--- src/rtl/bpmn_pkg.sv ---
package bpmn_pkg;

    // ----------------------------------------
    // Timebase
    // ----------------------------------------
    localparam int BPMN_CLK_PERIOD_NS = 40;
    localparam int BPMN_TICK_PERIOD_NS = 1000000;  // One millisecond
    localparam int BPMN_TICK_CYCLES = BPMN_TICK_PERIOD_NS / BPMN_CLK_PERIOD_NS;

    // ----------------------------------------
    // Press timing, in milliseconds
    // ----------------------------------------
    localparam int BPMN_SHORT_MIN_MS = 100;
    localparam int BPMN_LONG_MS = 3000;
    localparam int BPMN_REPEAT_MS = 200;

    // ----------------------------------------
    // Widths and button indices
    // ----------------------------------------
    localparam int BPMN_NUM_BTN = 6;
    localparam int BPMN_HOLD_W = 12;
    localparam int BPMN_REP_W = 8;
    localparam int BPMN_TICK_W = 16;
    localparam int BPMN_MENU_W = 4;
    localparam int BPMN_LINE_W = 16;
    localparam int BPMN_COL_W = 4;
    localparam int BTN_UP = 0;
    localparam int BTN_DOWN = 1;
    localparam int BTN_LEFT = 2;
    localparam int BTN_RIGHT = 3;
    localparam int BTN_ESC = 4;
    localparam int BTN_OK = 5;

    localparam logic [BPMN_HOLD_W-1:0] BPMN_HOLD_SHORT = BPMN_HOLD_W'(BPMN_SHORT_MIN_MS);
    localparam logic [BPMN_HOLD_W-1:0] BPMN_HOLD_LONG = BPMN_HOLD_W'(BPMN_LONG_MS);
    localparam logic [BPMN_REP_W-1:0] BPMN_REP_LAST = BPMN_REP_W'(BPMN_REPEAT_MS - 1);

    // ----------------------------------------
    // Reset values
    // ----------------------------------------
    localparam logic [BPMN_MENU_W-1:0] BPMN_RST_MENU = 4'h0;
    localparam logic [BPMN_LINE_W-1:0] BPMN_RST_LINE = 16'h0000;
    localparam logic [BPMN_COL_W-1:0] BPMN_RST_COL = 4'h0;

    typedef enum logic [0:0] {
        BPMN_SCR_MENU = 1'b0,
        BPMN_SCR_LADDER = 1'b1
    } bpmn_screen_t;

endpackage

--- src/rtl/bpmn_navigator.sv ---
// Behaviour
// - Held 0.1 s to under 3 s: short
// - Held 3 s or more: long
// - Menu short up: cursor up, stop at first
// - Menu short down: cursor down, stop at last
// - Menu up/down held: step repeatedly
// - Menu short OK: execute selected entry
// - Menu short escape: back to caller
// - OK while escape held: menu top
// - Ladder short up: line up within rung
// - Ladder long up: previous rung top line
// - Ladder short down: line down, stop at end
// - Ladder long down: next rung top line
// - Ladder short left: one left, stop edge
// - Ladder long left: jump to left edge
// - Ladder short right: one right, stop edge
// - Ladder long right: jump to right edge
// - Ladder short OK: toggle contact only
// - Ladder long OK: show parameter details
// - Ladder short escape: leave ladder monitor
`timescale 1ns/100ps
module bpmn_navigator
    import bpmn_pkg::*;
#(
    parameter int TICK_CYCLES = BPMN_TICK_CYCLES
) (
    input wire logic core_clk,
    input wire logic rst_n,
    input wire logic btnUp,
    input wire logic btnDown,
    input wire logic btnLeft,
    input wire logic btnRight,
    input wire logic btnEsc,
    input wire logic btnOk,
    input wire logic ladderEnter,
    input wire logic [BPMN_MENU_W-1:0] menuLastIdx,
    input wire logic [BPMN_LINE_W-1:0] rungTopLine,
    input wire logic [BPMN_LINE_W-1:0] prevRungTop,
    input wire logic [BPMN_LINE_W-1:0] nextRungTop,
    input wire logic [BPMN_LINE_W-1:0] ladderLastLine,
    input wire logic [BPMN_COL_W-1:0] lineRightCol,
    input wire logic elemIsContact,
    output logic screenIsLadder,
    output logic [BPMN_MENU_W-1:0] menuCursor,
    output logic [BPMN_LINE_W-1:0] ladderLine,
    output logic [BPMN_COL_W-1:0] ladderCol,
    output logic [BPMN_NUM_BTN-1:0] shortPress,
    output logic [BPMN_NUM_BTN-1:0] longPress,
    output logic menuExecute,
    output logic menuBack,
    output logic menuTop,
    output logic contactToggle,
    output logic showDetail,
    output logic ladderExit
);

    // ----------------------------------------
    // State
    // ----------------------------------------
    typedef struct packed {
        logic [BPMN_TICK_W-1:0] tickCnt;
        logic [BPMN_NUM_BTN-1:0] btnPrev;
        logic [BPMN_NUM_BTN-1:0][BPMN_HOLD_W-1:0] holdMs;
        logic [BPMN_REP_W-1:0] repMs;
        logic escCombo;
        bpmn_screen_t screen;
        logic [BPMN_MENU_W-1:0] menuCur;
        logic [BPMN_LINE_W-1:0] line;
        logic [BPMN_COL_W-1:0] col;
        logic [BPMN_NUM_BTN-1:0] shortP;
        logic [BPMN_NUM_BTN-1:0] longP;
        logic execP;
        logic backP;
        logic topP;
        logic toggleP;
        logic detailP;
        logic exitP;
    } bpmn_state_t;

    localparam logic [BPMN_TICK_W-1:0] TICK_LAST = BPMN_TICK_W'(TICK_CYCLES - 1);

    bpmn_state_t q;
    bpmn_state_t d;
    logic [BPMN_NUM_BTN-1:0] btnNow;
    logic [BPMN_NUM_BTN-1:0] released;
    logic [BPMN_NUM_BTN-1:0] shortEv;
    logic [BPMN_NUM_BTN-1:0] longEv;
    logic [1:0] repStep;
    logic tick;
    logic comboOk;
    logic stepUp;
    logic stepDown;

    assign btnNow = {btnOk, btnEsc, btnRight, btnLeft, btnDown, btnUp};

    // ----------------------------------------
    // Next state
    // ----------------------------------------
    always_comb begin
        d = q;
        tick = (q.tickCnt == TICK_LAST);
        released = q.btnPrev & ~btnNow;
        shortEv = '0;
        longEv = '0;
        repStep = '0;
        d.btnPrev = btnNow;
        d.tickCnt = tick ? '0 : q.tickCnt + 16'h0001;
        // Millisecond hold counters saturate at the long threshold
        for (int i = 0; i < BPMN_NUM_BTN; i++) begin
            shortEv[i] = released[i] && q.holdMs[i] >= BPMN_HOLD_SHORT
                && q.holdMs[i] < BPMN_HOLD_LONG;
            longEv[i] = released[i] && q.holdMs[i] == BPMN_HOLD_LONG;
            if (!btnNow[i]) begin
                d.holdMs[i] = '0;
            end else if (tick && q.holdMs[i] != BPMN_HOLD_LONG) begin
                d.holdMs[i] = q.holdMs[i] + 12'h001;
            end
        end
        // Repeat: one step on reaching long, then one per interval
        for (int i = 0; i < 2; i++) begin
            repStep[i] = tick && btnNow[i] && ((q.holdMs[i] == BPMN_HOLD_LONG - 12'h001)
                || (q.holdMs[i] == BPMN_HOLD_LONG && q.repMs == BPMN_REP_LAST));
        end
        if (tick) begin
            if ((btnUp && q.holdMs[BTN_UP] == BPMN_HOLD_LONG)
                    || (btnDown && q.holdMs[BTN_DOWN] == BPMN_HOLD_LONG)) begin
                d.repMs = (q.repMs == BPMN_REP_LAST) ? '0 : q.repMs + 8'h01;
            end else begin
                d.repMs = '0;
            end
        end
        d.shortP = shortEv;
        d.longP = longEv;
        d.execP = 1'b0;
        d.backP = 1'b0;
        d.topP = 1'b0;
        d.toggleP = 1'b0;
        d.detailP = 1'b0;
        d.exitP = 1'b0;
        // OK while escape is down; the later escape release is swallowed
        comboOk = shortEv[BTN_OK] && btnEsc;
        if (comboOk) begin
            d.escCombo = 1'b1;
        end else if (!btnEsc) begin
            d.escCombo = 1'b0;
        end
        stepUp = shortEv[BTN_UP] || repStep[BTN_UP];
        stepDown = shortEv[BTN_DOWN] || repStep[BTN_DOWN];
        unique case (q.screen)
            BPMN_SCR_MENU: begin
                if (ladderEnter) begin
                    d.screen = BPMN_SCR_LADDER;
                    d.line = BPMN_RST_LINE;
                    d.col = BPMN_RST_COL;
                end else begin
                    if (stepUp && q.menuCur != '0) begin
                        d.menuCur = q.menuCur - 4'h1;
                    end else if (stepDown && q.menuCur < menuLastIdx) begin
                        d.menuCur = q.menuCur + 4'h1;
                    end
                    if (shortEv[BTN_OK] && !comboOk) begin
                        d.execP = 1'b1;
                    end
                    if (shortEv[BTN_ESC] && !q.escCombo) begin
                        d.backP = 1'b1;
                    end
                end
            end
            BPMN_SCR_LADDER: begin
                // Vertical moves
                if (shortEv[BTN_UP] && q.line != rungTopLine) begin
                    d.line = q.line - 16'h0001;
                end else if (longEv[BTN_UP]) begin
                    d.line = prevRungTop;
                end else if (shortEv[BTN_DOWN] && q.line != ladderLastLine) begin
                    d.line = q.line + 16'h0001;
                end else if (longEv[BTN_DOWN]) begin
                    d.line = nextRungTop;
                end
                // Horizontal moves
                if (shortEv[BTN_LEFT] && q.col != '0) begin
                    d.col = q.col - 4'h1;
                end else if (longEv[BTN_LEFT]) begin
                    d.col = '0;
                end else if (shortEv[BTN_RIGHT] && q.col != lineRightCol) begin
                    d.col = q.col + 4'h1;
                end else if (longEv[BTN_RIGHT]) begin
                    d.col = lineRightCol;
                end
                d.toggleP = shortEv[BTN_OK] && !comboOk && elemIsContact;
                d.detailP = longEv[BTN_OK];
                if (shortEv[BTN_ESC] && !q.escCombo) begin
                    d.screen = BPMN_SCR_MENU;
                    d.exitP = 1'b1;
                end
            end
        endcase
        // The combination wins over the screen and menu cursor the screen logic chose
        if (comboOk) begin
            d.screen = BPMN_SCR_MENU;
            d.menuCur = BPMN_RST_MENU;
            d.topP = 1'b1;
        end
    end

    // ----------------------------------------
    // Registers
    // ----------------------------------------
    always_ff @(posedge core_clk or negedge rst_n) begin
        if (!rst_n) begin
            q <= '{screen: BPMN_SCR_MENU, menuCur: BPMN_RST_MENU, line: BPMN_RST_LINE,
                col: BPMN_RST_COL, default: '0};
        end else begin
            q <= d;
        end
    end

    // Outputs straight from the state register
    assign screenIsLadder = (q.screen == BPMN_SCR_LADDER);
    assign menuCursor = q.menuCur;
    assign ladderLine = q.line;
    assign ladderCol = q.col;
    assign shortPress = q.shortP;
    assign longPress = q.longP;
    assign menuExecute = q.execP;
    assign menuBack = q.backP;
    assign menuTop = q.topP;
    assign contactToggle = q.toggleP;
    assign showDetail = q.detailP;
    assign ladderExit = q.exitP;
endmodule // bpmn_navigator

--- config.mk ---
export PLATFORM = sky130hd
export DESIGN_NAME = bpmn_navigator
export DESIGN_NICKNAME = d
export VERILOG_FILES = /design/src/rtl/bpmn_pkg.sv /design/src/rtl/bpmn_navigator.sv
export SDC_FILE = /design/constraint.sdc
export NUM_CORES = 1
export LEC_CHECK = 0
export ABC_AREA = 1
export BUFFER_PORTS_ARGS = -buffer_cell sky130_fd_sc_hd__buf_2
export CAP_MARGIN = 10
export CORE_MARGIN = 5
export CORE_UTILIZATION = 54
export CTS_BUF_LIST = sky130_fd_sc_hd__clkbuf_16
export CTS_CLUSTER_SIZE = 25
export DETAILED_ROUTE_END_ITERATION = 7
export PLACE_DENSITY = 0.8
export SLEW_MARGIN = 20
export SYNTH_ARGS = -nofsm -noshare
export SYNTH_HDL_FRONTEND = slang
export SYNTH_SLANG_ARGS = --single-unit
--- constraint.sdc ---
create_clock -name core_clk -period 2.45 [get_ports core_clk]
set_clock_uncertainty 0.05 [all_clocks]
set_input_delay 0.1225 -clock core_clk [delete_from_list [all_inputs] [get_ports core_clk]]
set_output_delay 0.1225 -clock core_clk [all_outputs]
set_load 0.1 [all_outputs]
# After elaboration in Yosys (flattened, before gate mapping)
# Cells that the tools add are included.
[totals]
reg_bits = 146
latch_bits = 0
ram_bits = 0
rom_bits = 0
inputBits = 82
output_inout_bits = 43
word_cells = 179
n_memories = 0
[classes]
add_sub_neg = 14
n_mul = 0
n_div = 0
n_lt_le_gt_ge = 13
n_eq_ne = 31
n_shift = 0
mux = 41
bitwise = 3
reduce_logical = 55
[ops]
columns = ["op", "count"]
rows = [
  ["12-bit 2-to-1 mux", 12],
  ["12-bit == test (second input constant)", 8],
  ["16-bit 2-to-1 mux", 5],
  ["12-bit by 1-bit adder with 12-bit output (second input constant)", 6],
  ["12-bit by 7-bit greater-or-equal comparator with 1-bit output (second input constant)", 6],
  ["12-bit < comparator (second input constant)", 6],
  ["12-bit inequality test (second input constant)", 6],
  ["1-bit logical AND", 42],
  ["20-bit one-hot mux with 2 select lines", 1],
  ["16-bit by 1-bit adder with 16-bit output (second input constant)", 2],
  ["4-bit 2-to-1 mux", 8],
  ["16-bit inequality test", 2],
  ["20-bit 2-to-1 mux", 1],
  ["2-bit by 1-bit inequality test with 1-bit output (second input constant)", 9],
  ["16-bit by 15-bit == test with 1-bit output (second input constant)", 1],
  ["8-bit 2-to-1 mux", 2],
  ["16-bit by 1-bit subtractor with 16-bit output (second input constant)", 1],
  ["5-bit by 1-bit inequality test with 1-bit output (second input constant)", 2],
  ["4-bit by 1-bit adder with 4-bit output (second input constant)", 2],
  ["8-bit by 1-bit adder with 8-bit output (second input constant)", 1],
  ["8-bit == test (second input constant)", 1],
  ["4-bit nonzero test", 2],
  ["4-bit by 1-bit subtractor with 4-bit output (second input constant)", 2],
  ["1-bit 2-to-1 mux", 7],
  ["15 further kinds", 22],
]

# Depth between registers and ports, before layout
# Gate-level depths: netlist of the first run.
[depth]
ltp_word = 11
ltp_mapped = 21
ltp_nobuf = 21

# Least setup slack after synthesis of the first run
# OpenSTA, ideal clock, no wires.
[synth_path]
path_kind = "flip-flop to flip-flop"
start = "reg q[52] in the netlist's numbering"
end = "reg q, in the netlist menuCursor[3]"
setup_ns = 0.117
arrival_time_ns = 2.174
path_slack_ns = 0.109
path_stages_with_launch = 21
path_buffers = 0
path_cell_list = "dfrtp_1 -> inv_1 -> ha_1 -> nand3_1 -> nor2_1 -> nand3_1 -> nand2_1 -> nand2_1 -> nand2_1 -> nand2_1 -> inv_1 -> ha_1 -> a21oi_1 -> nand2_1 -> xor2_1 -> inv_1 -> nand3_1 -> nand2_1 -> inv_1 -> nor2_1 -> nor2_1"
[synth_via]
elab_chain_cells = 10
elab_cells_between_ends = 17
cone_classes = "order compare: 2; eq/ne: 2; mux: 4; reduce/logical: 9"
[synth_lines]
columns = ["element", "line", "text"]
rows = [
  ["start, declared", "bpmn_navigator.sv:82", "bpmn_state_t q;"],
  ["start signal, assigned", "bpmn_navigator.sv:211", "q <= '{screen: BPMN_SCR_MENU, menuCur: BPMN_RST_MENU, line: BPMN_RST_LINE,"],
  ["parallel branches: the longest is 4 deep, another holds 12-bit by 7-bit greater-or-equal comparator with 1-bit output", "-", ""],
  ["1-bit logical OR *", "bpmn_navigator.sv:147", "stepUp = shortEv[BTN_UP] || repStep[BTN_UP];"],
  ["1-bit logical AND *", "bpmn_navigator.sv:156", "if (stepUp && q.menuCur != '0) begin"],
  ["4-bit 2-to-1 mux", "bpmn_navigator.sv:156", ""],
  ["4-bit 2-to-1 mux", "bpmn_navigator.sv:151", "if (ladderEnter) begin"],
  ["4-bit 2-to-1 mux", "bpmn_navigator.sv:149", "unique case (q.screen)"],
  ["5-bit 2-to-1 mux", "bpmn_navigator.sv:199", "if (comboOk) begin"],
]
# Mark *: on every way between the ends. The select of a mux whose other input is x is not followed.
# A chain may end at the register's enable or synchronous reset.

# Final worst setup path of the first run
[layout_path]
start = "reg q[130] in the netlist's numbering"
end = "reg q, in the netlist menuCursor[3]"
[layout_via]
elab_chain_cells = 9
elab_cells_between_ends = 15
cone_classes = "eq/ne: 1; mux: 4; reduce/logical: 10"
[layout_lines]
columns = ["element", "line", "text"]
rows = [
  ["16-bit by 15-bit == test with 1-bit output *", "bpmn_navigator.sv:101", "tick = (q.tickCnt == TICK_LAST);"],
  ["1-bit logical AND (2 in series)", "bpmn_navigator.sv:121", "repStep[i] = tick && btnNow[i] && ((q.holdMs[i] == BPMN_HOLD_LONG - 12'h001)"],
  ["1-bit logical OR", "bpmn_navigator.sv:147", ""],
  ["1-bit logical AND", "bpmn_navigator.sv:156", ""],
  ["4-bit 2-to-1 mux", "bpmn_navigator.sv:156", ""],
  ["4-bit 2-to-1 mux", "bpmn_navigator.sv:151", ""],
  ["4-bit 2-to-1 mux", "bpmn_navigator.sv:149", ""],
  ["5-bit 2-to-1 mux", "bpmn_navigator.sv:199", ""],
]
# Every way passes the cells marked *; elsewhere a longest branch is shown, timed or not. The select of a mux whose other input is x is not followed.

==> summary.txt, run 1 <==
Timing
  – Period minus WS final: 2.49 ns
  – Final-report setup violation count: 1
  – Slew @ Worst Pin: 0.588 ns
  – Fmax: 402 MHz
  – RSZ-0062 raised after global routing: yes
  – Max-slew violations: 0
  – PnR worst setup slack: -0.0395 ns
  – Worst rel slew slack: 60.5%
  – Final Hold Fails: 0
  – Final period utilization: 102%
  – Hold_ws: 0.0191 ns

CTS
  – H-tree depth: 4
  – CTS max path bufs: 2
  – Clock transition at path regs: 0.06 ns
  – Root Driver: clkbuf_16
  – Clock latency on the worst-skew pair: 0.43 ns
  – CTS buffer count: 17
  – CTS tree: yes
  – Num Clock Sinks: 146

Detailed routing
  – Vias: 9923
  – Starting DRT DRC Count: 508
  – DRC: 0
  – DRT Pass-1 Iters: 5
  – Final wirelength: 25.0 mm
  – Post-route ant nets: 0
  – Drt wl/cell: 13.2 um
  – Vias per inst: 5.24

Cells and area
  – Area delta synth->final: 16.6%
  – Final nets: 1752
  – Ant. Diodes: 0
  – Layout cells sized above 1: 17.2%

Global route
  – Largest net degree at the start of global routing: 57
  – GRT overflow: 0
  – Tot GR Track Use: 23.2%
  – Global-route wire length before repair: 42.6 mm
  – Vias in the first global route: 9153
  – Initial antenna violation count: 0

Synth
  – Library cells used by synthesis: 47
  – FF+latch count, synth: 146
  – Seq/Total Area, Yosys: 35.6%
  – Cell area after synthesis: 0.0103 mm^2
  – Synth Instances: 1500
  – Post-synth ARST share: 100%
  – Synth warn: 0
  – Ys flop type: dfrtp_1
  – Syn_area_per_cell: 6.84 um^2
  – Post-synth EDFFs: 0
  – Mapped Nets: 1607

Floorplanning
  – Rows: 50
  – Starting density of the core: 54.9%
  – Die X: 148 um
  – Full die area: 0.0219 mm^2
  – Top Ports: 125
  – Core Box Area: 0.0187 mm^2
  – Chip height: 148 um

Min path
  – Hold path startpoint: ladderEnter
  – Worst hold path type: input pin to flip-flop

Place
  – Port bufs: 124
  – DP HPWL: 18.7 mm
  – Final Wtd Congestion: 0.963

Setup path
  – Startpoint types: flip-flop
  – Cell Chain, Critical Path: ha_2 -> nand2_2 -> inv_2 -> nand2_1 -> nor2_1 -> nand2_1 -> nor2_1 -> nand2_1 -> nand2_2 -> nand2_2 -> inv_2 -> ha_4 -> a21oi_4 -> nand2_2 -> xor2_2 -> inv_1 -> nand3_1 -> nand2_1 -> inv_1 -> nor2_1 -> nor2_1
  – Crit path launch: q[130]$_DFF_PN0_
  – Critical Path Sink Type: flip-flop
  – Crit path kind: flip-flop to flip-flop
  – Maximum fanout along the worst path: 3
  – WP data arrival: 2.76 ns
  – Worst Path Required: 2.72 ns
  – Reg2reg start: q[130]$_DFF_PN0_
  – Slowest CP cell: dfrtp_1
  – CP max stage delay: 0.37 ns

Status
  – Outcome: finished with violations
  – Violated checks: setup timing

Power
  – P_leak: 6.10 nW
  – Maximum vdd drop: 0.000594 V
  – PD cells: 733 mW/mm^2
  – PnR Total Power: 8.77 mW

Run
  – Max Cap Viol: 0
-- layout make-up --
type                       count  area [um^2]
clock buffer                  17          425
clock inverter                15          156
fill                        1652         6730
inverter                     211          792
multi-input combinational   1073         5410
sequential                   146         3650
tap                          234          293
timing repair buffer         196         1240
-- routing by layer --
metal	wire [um]	global-route usage (%)
met1	11300	30.8
met2	11900	39.2
met3	1540	4.63
met4	348	5.96
met5	0	0
-- power by group --
part / internal [mW] / total, mW / switching [mW]
logic: 0.796 / 3.19 / 2.39
registers: 2.60 / 3.03 / 0.425
clock network: 1.51 / 2.56 / 1.05
-- through the flow --
| stage | cell area [um^2] | TNS (ns) | worst slack [ns] | std cells | util (%) |
|---|---|---|---|---|---|
| 2_1_floorplan | 10300 | 0 | 0.109 | 1500 | - |
| 3_3_place_gp | 11000 | 0 | 0.0194 | 1830 | 59.0 |
| 3_5_place_dp | 11000 | -0.138 | -0.138 | 1830 | 59.0 |
| 4_1_cts | 11900 | 0 | 0.00945 | 1886 | 63.5 |
| 5_1_grt | 12000 | -0.268 | -0.234 | 1892 | 64.0 |
| 6_report | 12000 | -0.0395 | -0.0395 | 1892 | 64.0 |
-- timing repair --
action                                  CTS  global route
pin swaps                                 1            15
resized for setup                         6            15
endpoints found under the setup margin    1             3
hold endpoints to repair                190             0
buffers inserted                          1             6
hold buffers                             23             0
-- cells in the mapped netlist (2+ instances only) --
cell type	instances	area, um^2
o21a_1	6	45.0
nor3_2	2	20.0
nor4_1	11	68.8
buf_6	4	45.0
o21ai_0	62	310
o31ai_1	4	30.0
buf_4	39	293
a21oi_1	61	305
nor2_1	179	672
clkbuf_1	8	30.0
clkinv_1	2	7.51
a31oi_1	6	37.5
ha_1	24	300
nand4_1	26	163
dfrtp_1	146	3650
buf_2	17	85.1
inv_2	22	82.6
nor2_2	11	68.8
nor2_4	5	56.3
nand2_2	10	62.6
nand3b_1	8	60.1
nand2_1	392	1470
nor3_1	61	305
o21ai_1	4	20.0
xor2_1	52	455
inv_1	187	702
xnor2_1	6	52.6
nand3_1	122	611
nand2_4	5	56.3
-- worst max-delay path: cells and delay by family, from the launching register on --
| kind | cells | cell delay, ns |
|---|---|---|
| simple gates | 13 | 1.03 |
| fa+ha+maj | 2 | 0.43 |
| flops | 1 | 0.37 |
| buf+inv | 4 | 0.23 |
| xor+xnor | 1 | 0.15 |
| compound gates | 1 | 0.12 |
-- cells in the final DEF (no fill, tap or decap), types with 13 or more instances in the layout --
| cell | synthesis | final |
|---|---|---|
| nand2_1 | 392 | 387 |
| inv_1 | 187 | 182 |
| nor2_1 | 179 | 177 |
| dfrtp_1 | 146 | 146 |
| buf_2 | 17 | 123 |
| nand3_1 | 122 | 121 |
| o21ai_0 | 62 | 62 |
| nor3_1 | 61 | 61 |
| a21oi_1 | 61 | 60 |
| xor2_1 | 52 | 51 |
| buf_4 | 39 | 48 |
| inv_2 | 22 | 27 |
| nand4_1 | 26 | 26 |
| dlygate4sd3_1 | 0 | 23 |
| ha_1 | 24 | 19 |
| clkbuf_16 | 0 | 17 |
| nand2_2 | 10 | 15 |
| nor2_2 | 11 | 13 |
-- logic make-up after synthesis --
logic type / share of synthesized area (%)
fa+ha+maj: 3.12
mux: 0.0975
buf+inv: 12.3
flops: 35.6
compound gates: 8.02
xor+xnor: 4.95
simple gates: 35.9
-- registers in the layout (all words and copies together) (netlist names), 4 cells and up --
name	count
q	103
longPress	6
menuCursor	4
ladderLine	16
ladderCol	4
shortPress	6
-- final timing paths --
kind,cells past startpoint,to,slack [ns]
max in group asynchronous,3,q[95]$_DFFE_PN0P_,1.55
setup reg to reg,21,menuCursor[3]$_DFFE_PN0P_,-0.04
hold reg to reg,1,q[54]$_DFFE_PN0P_,0.43
setup / recovery,21,menuCursor[3]$_DFFE_PN0P_,-0.04
hold / removal,5,menuCursor[0]$_DFFE_PN0P_,0.02
min in group asynchronous,2,q[57]$_DFFE_PN0P_,0.08
No activity file was read; power rests on OpenSTA's default activity.
==> run 2, diff against run 1 <==
--- a/config.mk
+++ b/config.mk
@@ -10,3 +10,3 @@
 export CAP_MARGIN = 10
-export CORE_MARGIN = 5
+export CORE_MARGIN = 1.5
 export CORE_UTILIZATION = 54
@@ -16,2 +16,3 @@
 export PLACE_DENSITY = 0.8
+export SKIP_CTS_REPAIR_TIMING = 1
 export SLEW_MARGIN = 20
==> constraint.sdc (replaced) <==
create_clock -name core_clk -period 2.45 [get_ports core_clk]
set_clock_uncertainty 0.05 [all_clocks]
set_input_delay 0.6125 -clock core_clk [delete_from_list [all_inputs] [get_ports core_clk]]
set_output_delay 0.6125 -clock core_clk [all_outputs]
set_load 0.1 [all_outputs]
==> run 2 against run 1 <==
  * Clock power down 3%
  * The flow still finishes with violations (setup timing)
  * Count of clock-buffer cells in the layout unchanged
  * Sequential power about the same
  * Highest routed layer unchanged
  * Largest power group unchanged
  * Critical endpoint unchanged
  * Critical path depth down 1
==> summary.txt, run 2 (synthesized netlist as in run 1, its figures left out) <==
Floorplanning
  – Starting density of the core: 54.9% (unchanged)
  – Top Ports: 125 (unchanged)
  – Full die area: 0.0199 mm^2 (-9.2%)
  – Chip height: 141 um (-4.7%)
  – Die X: 141 um (-4.7%)
  – Core Box Area: 0.0187 mm^2 (unchanged)
  – Rows: 50 (unchanged)

Setup path
  – Maximum fanout along the worst path: 3 (unchanged)
  – Slowest CP cell: dfrtp_1
  – CP max stage delay: 0.39 ns (+0.02 ns)
  – Crit path buf inv count: 4 (unchanged)
  – R2R cell count: 20 (-4.8%)
  – Startpoint types: flip-flop
  – CP delay by family, top: simple AND/OR/NAND/NOR gates
  – Worst Path Required: 2.73 ns (about the same)
  – Critical Path Sink Type: flip-flop
  – Crit path kind: flip-flop to flip-flop
  – Critical Path Stages: 20 (-4.8%)
  – Cell Chain, Critical Path: inv_1 -> ha_4 -> nand3_1 -> nor2_2 -> nand3_1 -> nand2_1 -> nand2_1 -> nand2_2 -> nand2_2 -> inv_2 -> ha_4 -> a21oi_2 -> nand2_1 -> xor2_2 -> inv_1 -> nand3_1 -> nand2_1 -> inv_1 -> nor2_1 -> nor2_1
  – WP data arrival: 2.77 ns (about the same)
  – Cell mode on critical path: nand2_1

Place
  – Post-Place Cells: 1839 (+0.49%)
  – Pre-CTS WS: -0.0934 ns (+0.0446 ns)
  – Port bufs: 124 (unchanged)
  – Area post-placement: 0.0111 mm^2 (+0.73%)
  – DP HPWL: 18.4 mm (-1.8%)
  – Final Wtd Congestion: 0.973 (+0.98%)

CTS
  – CTS max path bufs: 2 (unchanged)
  – Clock latency on the worst-skew pair: 0.43 ns (about the same)
  – Clock transition at path regs: 0.07 ns (about the same)
  – H-tree depth: 4 (unchanged)
  – CTS tree: yes
  – Num Clock Sinks: 146 (unchanged)
  – CTS buffer count: 17 (unchanged)
  – Root Driver: clkbuf_16

Timing
  – Final period utilization: 102% (about the same)
  – RSZ-0062 raised after global routing: yes
  – TNS Setup: -0.0395 ns (+0.0000529 ns)
  – Fmax: 402 MHz (about the same)
  – Hold_ws: 0.0849 ns (+0.0658 ns)
  – Max-slew violations: 0 (unchanged)
  – Period minus WS final: 2.49 ns (-0.0000529 ns)
  – Slew @ Worst Pin: 0.534 ns (-0.0538 ns)
  – Final Hold Fails: 0 (unchanged)
  – Worst rel slew slack: 64.1% (+3.6 points)
  – PnR worst setup slack: -0.0395 ns (+0.0000529 ns)
  – Final-report setup violation count: 1 (unchanged)

Cells and area
  – Max reg flops: 103 (unchanged)
  – Post-Layout Inst Area: 0.0118 mm^2 (-1.5%)
  – Commonest non-fill, non-tap cell in the layout: nand2_1
  – Most flops, register: q
  – Final std cells w/o fill: 1875 (-0.90%)
  – Commonest cells after routing, fill and taps aside: 388 x nand2_1, 184 x inv_1, 176 x nor2_1
  – Layout cells sized above 1: 17.7% (+0.42 points)
  – Filler cell count: 1660 (+0.48%)
  – Area delta synth->final: 14.8%
  – Final nets: 1735 (-0.97%)
  – Ant. Diodes: 0 (unchanged)

Global route
  – GRT overflow: 0 (unchanged)
  – Global-route wire length before repair: 41.1 mm (-3.4%)
  – Initial antenna violation count: 0 (unchanged)
  – Largest net degree at the start of global routing: 52 (-8.8%)
  – Tot GR Track Use: 25.3% (+2.1 points)
  – Vias in the first global route: 9027 (-1.4%)

Detailed routing
  – Post-route ant nets: 0 (unchanged)
  – Final wirelength: 24.7 mm (-1.3%)
  – Vias per inst: 5.26 (+0.26%)
  – Starting DRT DRC Count: 600 (+18%)
  – DRC: 0 (unchanged)
  – DRT Pass-1 Iters: 7 (+2)
  – Vias: 9859 (-0.64%)
  – Drt wl/cell: 13.2 um (-0.44%)

Power
  – PD cells: 736 mW/mm^2 (+0.38%)
  – P_leak: 6.04 nW (-1.1%)
  – Maximum vdd drop: 0.000566 V (-4.7%)

Min path
  – Worst hold path type: input pin to async pin

Status
  – Outcome: finished with violations
  – Violated checks: setup timing

Run
  – Max Cap Viol: 0 (unchanged)
run 2: per-stage QoR:
step                      util, %  total power, mW
after floorplan                 -             5.78
after global placement       59.5             6.13
after detailed placement     59.5             6.18
after CTS                    62.5             8.70
after global routing         63.0             9.16
final                        63.0             8.67
run 2: final cells by class:
cell class / count / area, um^2 / share of cell area, %
clock buffer: 17 / 425 / 3.61
clock inverter: 15 / 145 / 1.23
inverter: 211 / 792 / 6.72
multi-input combinational: 1073 / 5420 / 45.9
sequential: 146 / 3650 / 31.0
tap: 234 / 293 / 2.48
timing repair buffer: 179 / 1060 / 9.03
run 2: worst paths after layout:
| kind | from | to | slack, ns |
|---|---|---|---|
| worst max-delay path | q[53]$_DFFE_PN0P_ | menuCursor[3]$_DFFE_PN0P_ | -0.04 |
| worst min-delay path | rst_n | ladderLine[13]$_DFFE_PN0P_ | 0.08 |
| worst max register to register | q[53]$_DFFE_PN0P_ | menuCursor[3]$_DFFE_PN0P_ | -0.04 |
| worst min register to register | q[97]$_DFFE_PN0P_ | q[97]$_DFFE_PN0P_ | 0.44 |
| max in group asynchronous | rst_n | q[73]$_DFFE_PN0P_ | 1.57 |
| min in group core_clk | elemIsContact | contactToggle$_DFF_PN0_ | 0.35 |
run 2: layer usage:
layer  vias up  global-route usage (%)  wire length, um
met5         -                       0                0
met4         0                    8.83              535
met3        40                    3.33             1340
met2       326                    43.1            11600
met1      4492                    33.1            11200
li1       5001                       -                -
run 2: power by group:
part           internal, mW  switching (mW)
Combinational         0.777            2.39
Clock                  1.34            1.15
Sequential             2.60           0.413
==> run 3, diff against run 2 <==
- ABC_AREA: 1 -> unset
- CORE_UTILIZATION: 54 -> 53
- PLACE_DENSITY: 0.8 -> 0.79
==> run 3 against run 2 <==
  * Wire length up 4.0%
  * Register-to-register slack got worse by 0.45 ns
  * Utilization grew 6.0 points
  * Die area down 7.8%
  * The flow still finishes with violations (setup timing)
  * Synthesized cell count down 33%
  * Global-route usage grew 1.9 points
==> summary.txt, run 3 <==
Setup path
  – WP data arrival: 3.20 ns (+0.43 ns)
  – CP delay by family, top: simple AND/OR/NAND/NOR gates
  – Worst Path Required: 2.71 ns (-0.02 ns)
  – Cell Chain, Critical Path: or4b_4 -> nor4_4 -> nand3_2 -> o2bb2ai_4 -> ha_1 -> a21o_1 -> a21oi_1 -> or3_1 -> a221oi_2 -> mux2i_1 -> xor2_1 -> nor2_1
  – Critical Path Sink Type: flip-flop
  – Crit path kind: flip-flop to flip-flop
  – Maximum fanout along the worst path: 3 (unchanged)
  – Startpoint types: flip-flop
  – CP max stage delay: 0.57 ns (+0.18 ns)
  – Crit path buf inv count: 0 (-4)
  – Slowest CP cell: or4b_4

Timing
  – Final period utilization: 120% (+18 points)
  – Final Hold Fails: 0 (unchanged)
  – Slew @ Worst Pin: 0.673 ns (+0.139 ns)
  – Max-slew violations: 0 (unchanged)
  – RSZ-0062 raised after global routing: yes
  – Period minus WS final: 2.94 ns (+0.451 ns)
  – Fmax: 340 MHz (-15%)
  – PnR worst setup slack: -0.491 ns (-0.451 ns)
  – Final-report setup violation count: 20 (+19)
  – Worst rel slew slack: 55.1% (-9.1 points)

CTS
  – CTS max path bufs: 2 (unchanged)
  – Root Driver: clkbuf_16
  – CTS tree: yes
  – CTS buffer count: 17 (unchanged)
  – Clock transition at path regs: 0.06 ns (about the same)
  – Clock latency on the worst-skew pair: 0.43 ns (about the same)
  – H-tree depth: 4 (unchanged)
  – Num Clock Sinks: 146 (unchanged)

Global route
  – Tot GR Track Use: 27.1% (+1.9 points)
  – Global-route wire length before repair: 39.3 mm (-4.4%)
  – Vias in the first global route: 8130 (-9.9%)
  – Largest net degree at the start of global routing: 58 (+12%)
  – Initial antenna violation count: 0 (unchanged)
  – GRT overflow: 0 (unchanged)

Place
  – Pre-CTS WS: -0.378 ns (-0.285 ns)
  – Port bufs: 124 (unchanged)
  – Final Wtd Congestion: 0.915 (-5.9%)
  – DP HPWL: 17.1 mm (-6.8%)

Power
  – Maximum vdd drop: 0.000502 V (-11%)
  – P_sw: 1.69 mW (-57%)
  – P_leak: 5.63 nW (-6.8%)
  – Clock power frac: 45.7% (+17 points)
  – Reg power frac: 40.5% (+5.7 points)
  – Comb pwr share: 13.8% (-23 points)
  – Internal Power: 4.46 mW (-5.5%)
  – PD cells: 519 mW/mm^2 (-29%)
  – Sw Ratio: 27.5% (-18 points)
  – PnR Total Power: 6.16 mW (-29%)

Synth
  – Seq/Total Area, Yosys: 39.4% (+3.8 points)
  – Cell taking the most area after synthesis: dfrtp_1
  – Commonest cells in the synthesized netlist: 146 x dfrtp_1, 88 x nand2_1, 69 x xnor2_1
  – Syn_area_per_cell: 9.18 um^2 (+34%)
  – FF+latch count, synth: 146 (unchanged)
  – Most frequent cell after synthesis: dfrtp_1
  – Post-synth EDFFs: 0 (unchanged)
  – Most area-consuming cells after synthesis: dfrtp_1 39%, xnor2_1 6.5%, xor2_1 5.5%, nand2_1 3.6%, and2_1 3.5%
  – Mapped Nets: 1118 (-30%)
  – Library cells used by synthesis: 71 (+51%)
  – Ys flop type: dfrtp_1
  – Cell area after synthesis: 0.00928 mm^2 (-9.6%)
  – Synth Instances: 1011 (-33%)
  – Share of the synthesized area in the top cell type: 39.4% (+3.8 points)
  – Synth warn: 0 (unchanged)
  – Post-synth ARST share: 100% (unchanged)

Cells and area
  – Ant. Diodes: 0 (unchanged)
  – Commonest cells after routing, fill and taps aside: 143 x dfrtp_1, 139 x buf_4, 124 x buf_2
  – Most flops, register: q
  – Commonest non-fill, non-tap cell in the layout: dfrtp_1
  – Final nets: 1331 (-23%)
  – Area delta synth->final: 27.9%
  – Layout cells sized above 1: 30.1% (+12 points)
  – Max reg flops: 103 (unchanged)

Floorplanning
  – Starting density of the core: 54.0% (-0.88 points)
  – Core Box Area: 0.0172 mm^2 (-8.2%)
  – Rows: 48 (-4.0%)
  – Top Ports: 125 (unchanged)
  – Full die area: 0.0183 mm^2 (-7.8%)
  – Chip height: 135 um (-4.0%)
  – Die X: 135 um (-4.0%)

Detailed routing
  – Vias: 8452 (-14%)
  – Final wirelength: 25.7 mm (+4.0%)
  – DRC: 0 (unchanged)
  – Starting DRT DRC Count: 555 (-7.5%)
  – Post-route ant nets: 0 (unchanged)
  – Drt wl/cell: 17.6 um (+33%)
  – DRT Pass-1 Iters: 6 (-1)
  – Vias per inst: 5.78 (+9.9%)

Min path
  – Worst hold path type: input pin to async pin

Status
  – Violated checks: setup timing
  – Outcome: finished with violations

Run
  – Max Cap Viol: 0 (unchanged)
==> run 3: cell types whose count changed after synthesis, sizes merged, moves of 18 or more <==
cell / previous run / this run
nor3: 63 / 27
clkbuf: 8 / 26
and2: 0 / 52
o21ai: 67 / 46
nor2: 195 / 66
nand2: 408 / 89
a21oi: 61 / 21
xnor2: 6 / 69
inv: 209 / 39
nand3: 124 / 44
==> run 3: logic make-up after synthesis <==
family	Yosys count	synth area share, %
xor+xnor	127	12.0
buf+inv	121	6.81
mux	29	3.28
simple gates	429	25.2
compound gates	134	9.91
fa+ha+maj	25	3.45
flops	146	39.4
==> run 3: power groups by stage <==
stage               Combinational [mW]  Sequential, mW  Clock, mW
floorplan                        0.560            2.51          0
global placement                 0.809            2.53          0
detailed placement               0.825            2.54          0
CTS                              0.828            2.49       2.83
global route                     0.920            2.50       2.93
finish                           0.851            2.49       2.81
==> run 3: worst paths after layout <==
path                            depth (start not counted)  slack, ns                        end               from
worst max-delay path                                   12      -0.49  menuCursor[3]$_DFFE_PN0P_   q[141]$_DFF_PN0_
worst min-delay path                                    1       0.09         q[120]$_DFFE_PN0P_              rst_n
worst max register to register                         12      -0.49  menuCursor[3]$_DFFE_PN0P_   q[141]$_DFF_PN0_
worst min register to register                          1       0.47         menuBack$_DFF_PN0_  q[43]$_DFFE_PN0P_
max in group asynchronous                               2       1.57          q[60]$_DFFE_PN0P_              rst_n
min in group core_clk                                   1       0.28           q[127]$_DFF_PN0_           btnRight
==> run 3: through the flow <==
step	util (%)	cells	setup TNS (ns)	cell area (um^2)	hold slack [ns]
after floorplan	-	1011	-0.280	9310	0.267
after global placement	63.1	1419	-4.40	10800	0.413
after detailed placement	63.1	1419	-6.46	10800	0.440
after CTS	66.8	1451	-4.26	11500	0.120
after global routing	69.1	1462	-4.93	11900	0.142
final	69.1	1462	-1.63	11900	0.0931
==> run 3: layer usage <==
metal | global-route usage [%] | routed length, um | up-vias
met2 | 47.0 | 12900 | 348
met5 | 0 | 0 | -
met3 | 4.79 | 1670 | 70
li1 | - | - | 3929
met4 | 11.9 | 789 | 0
met1 | 33.2 | 10300 | 4105
==> run 3: final cells by class <==
type / instances / area, um^2
clock buffers: 17 / 425
flip-flops and latches: 146 / 3660
repair buffers: 275 / 1880
inverters: 40 / 151
well taps: 225 / 282
multi-input cells: 744 / 5260
clock inverters: 15 / 209
fillers: 1227 / 5310
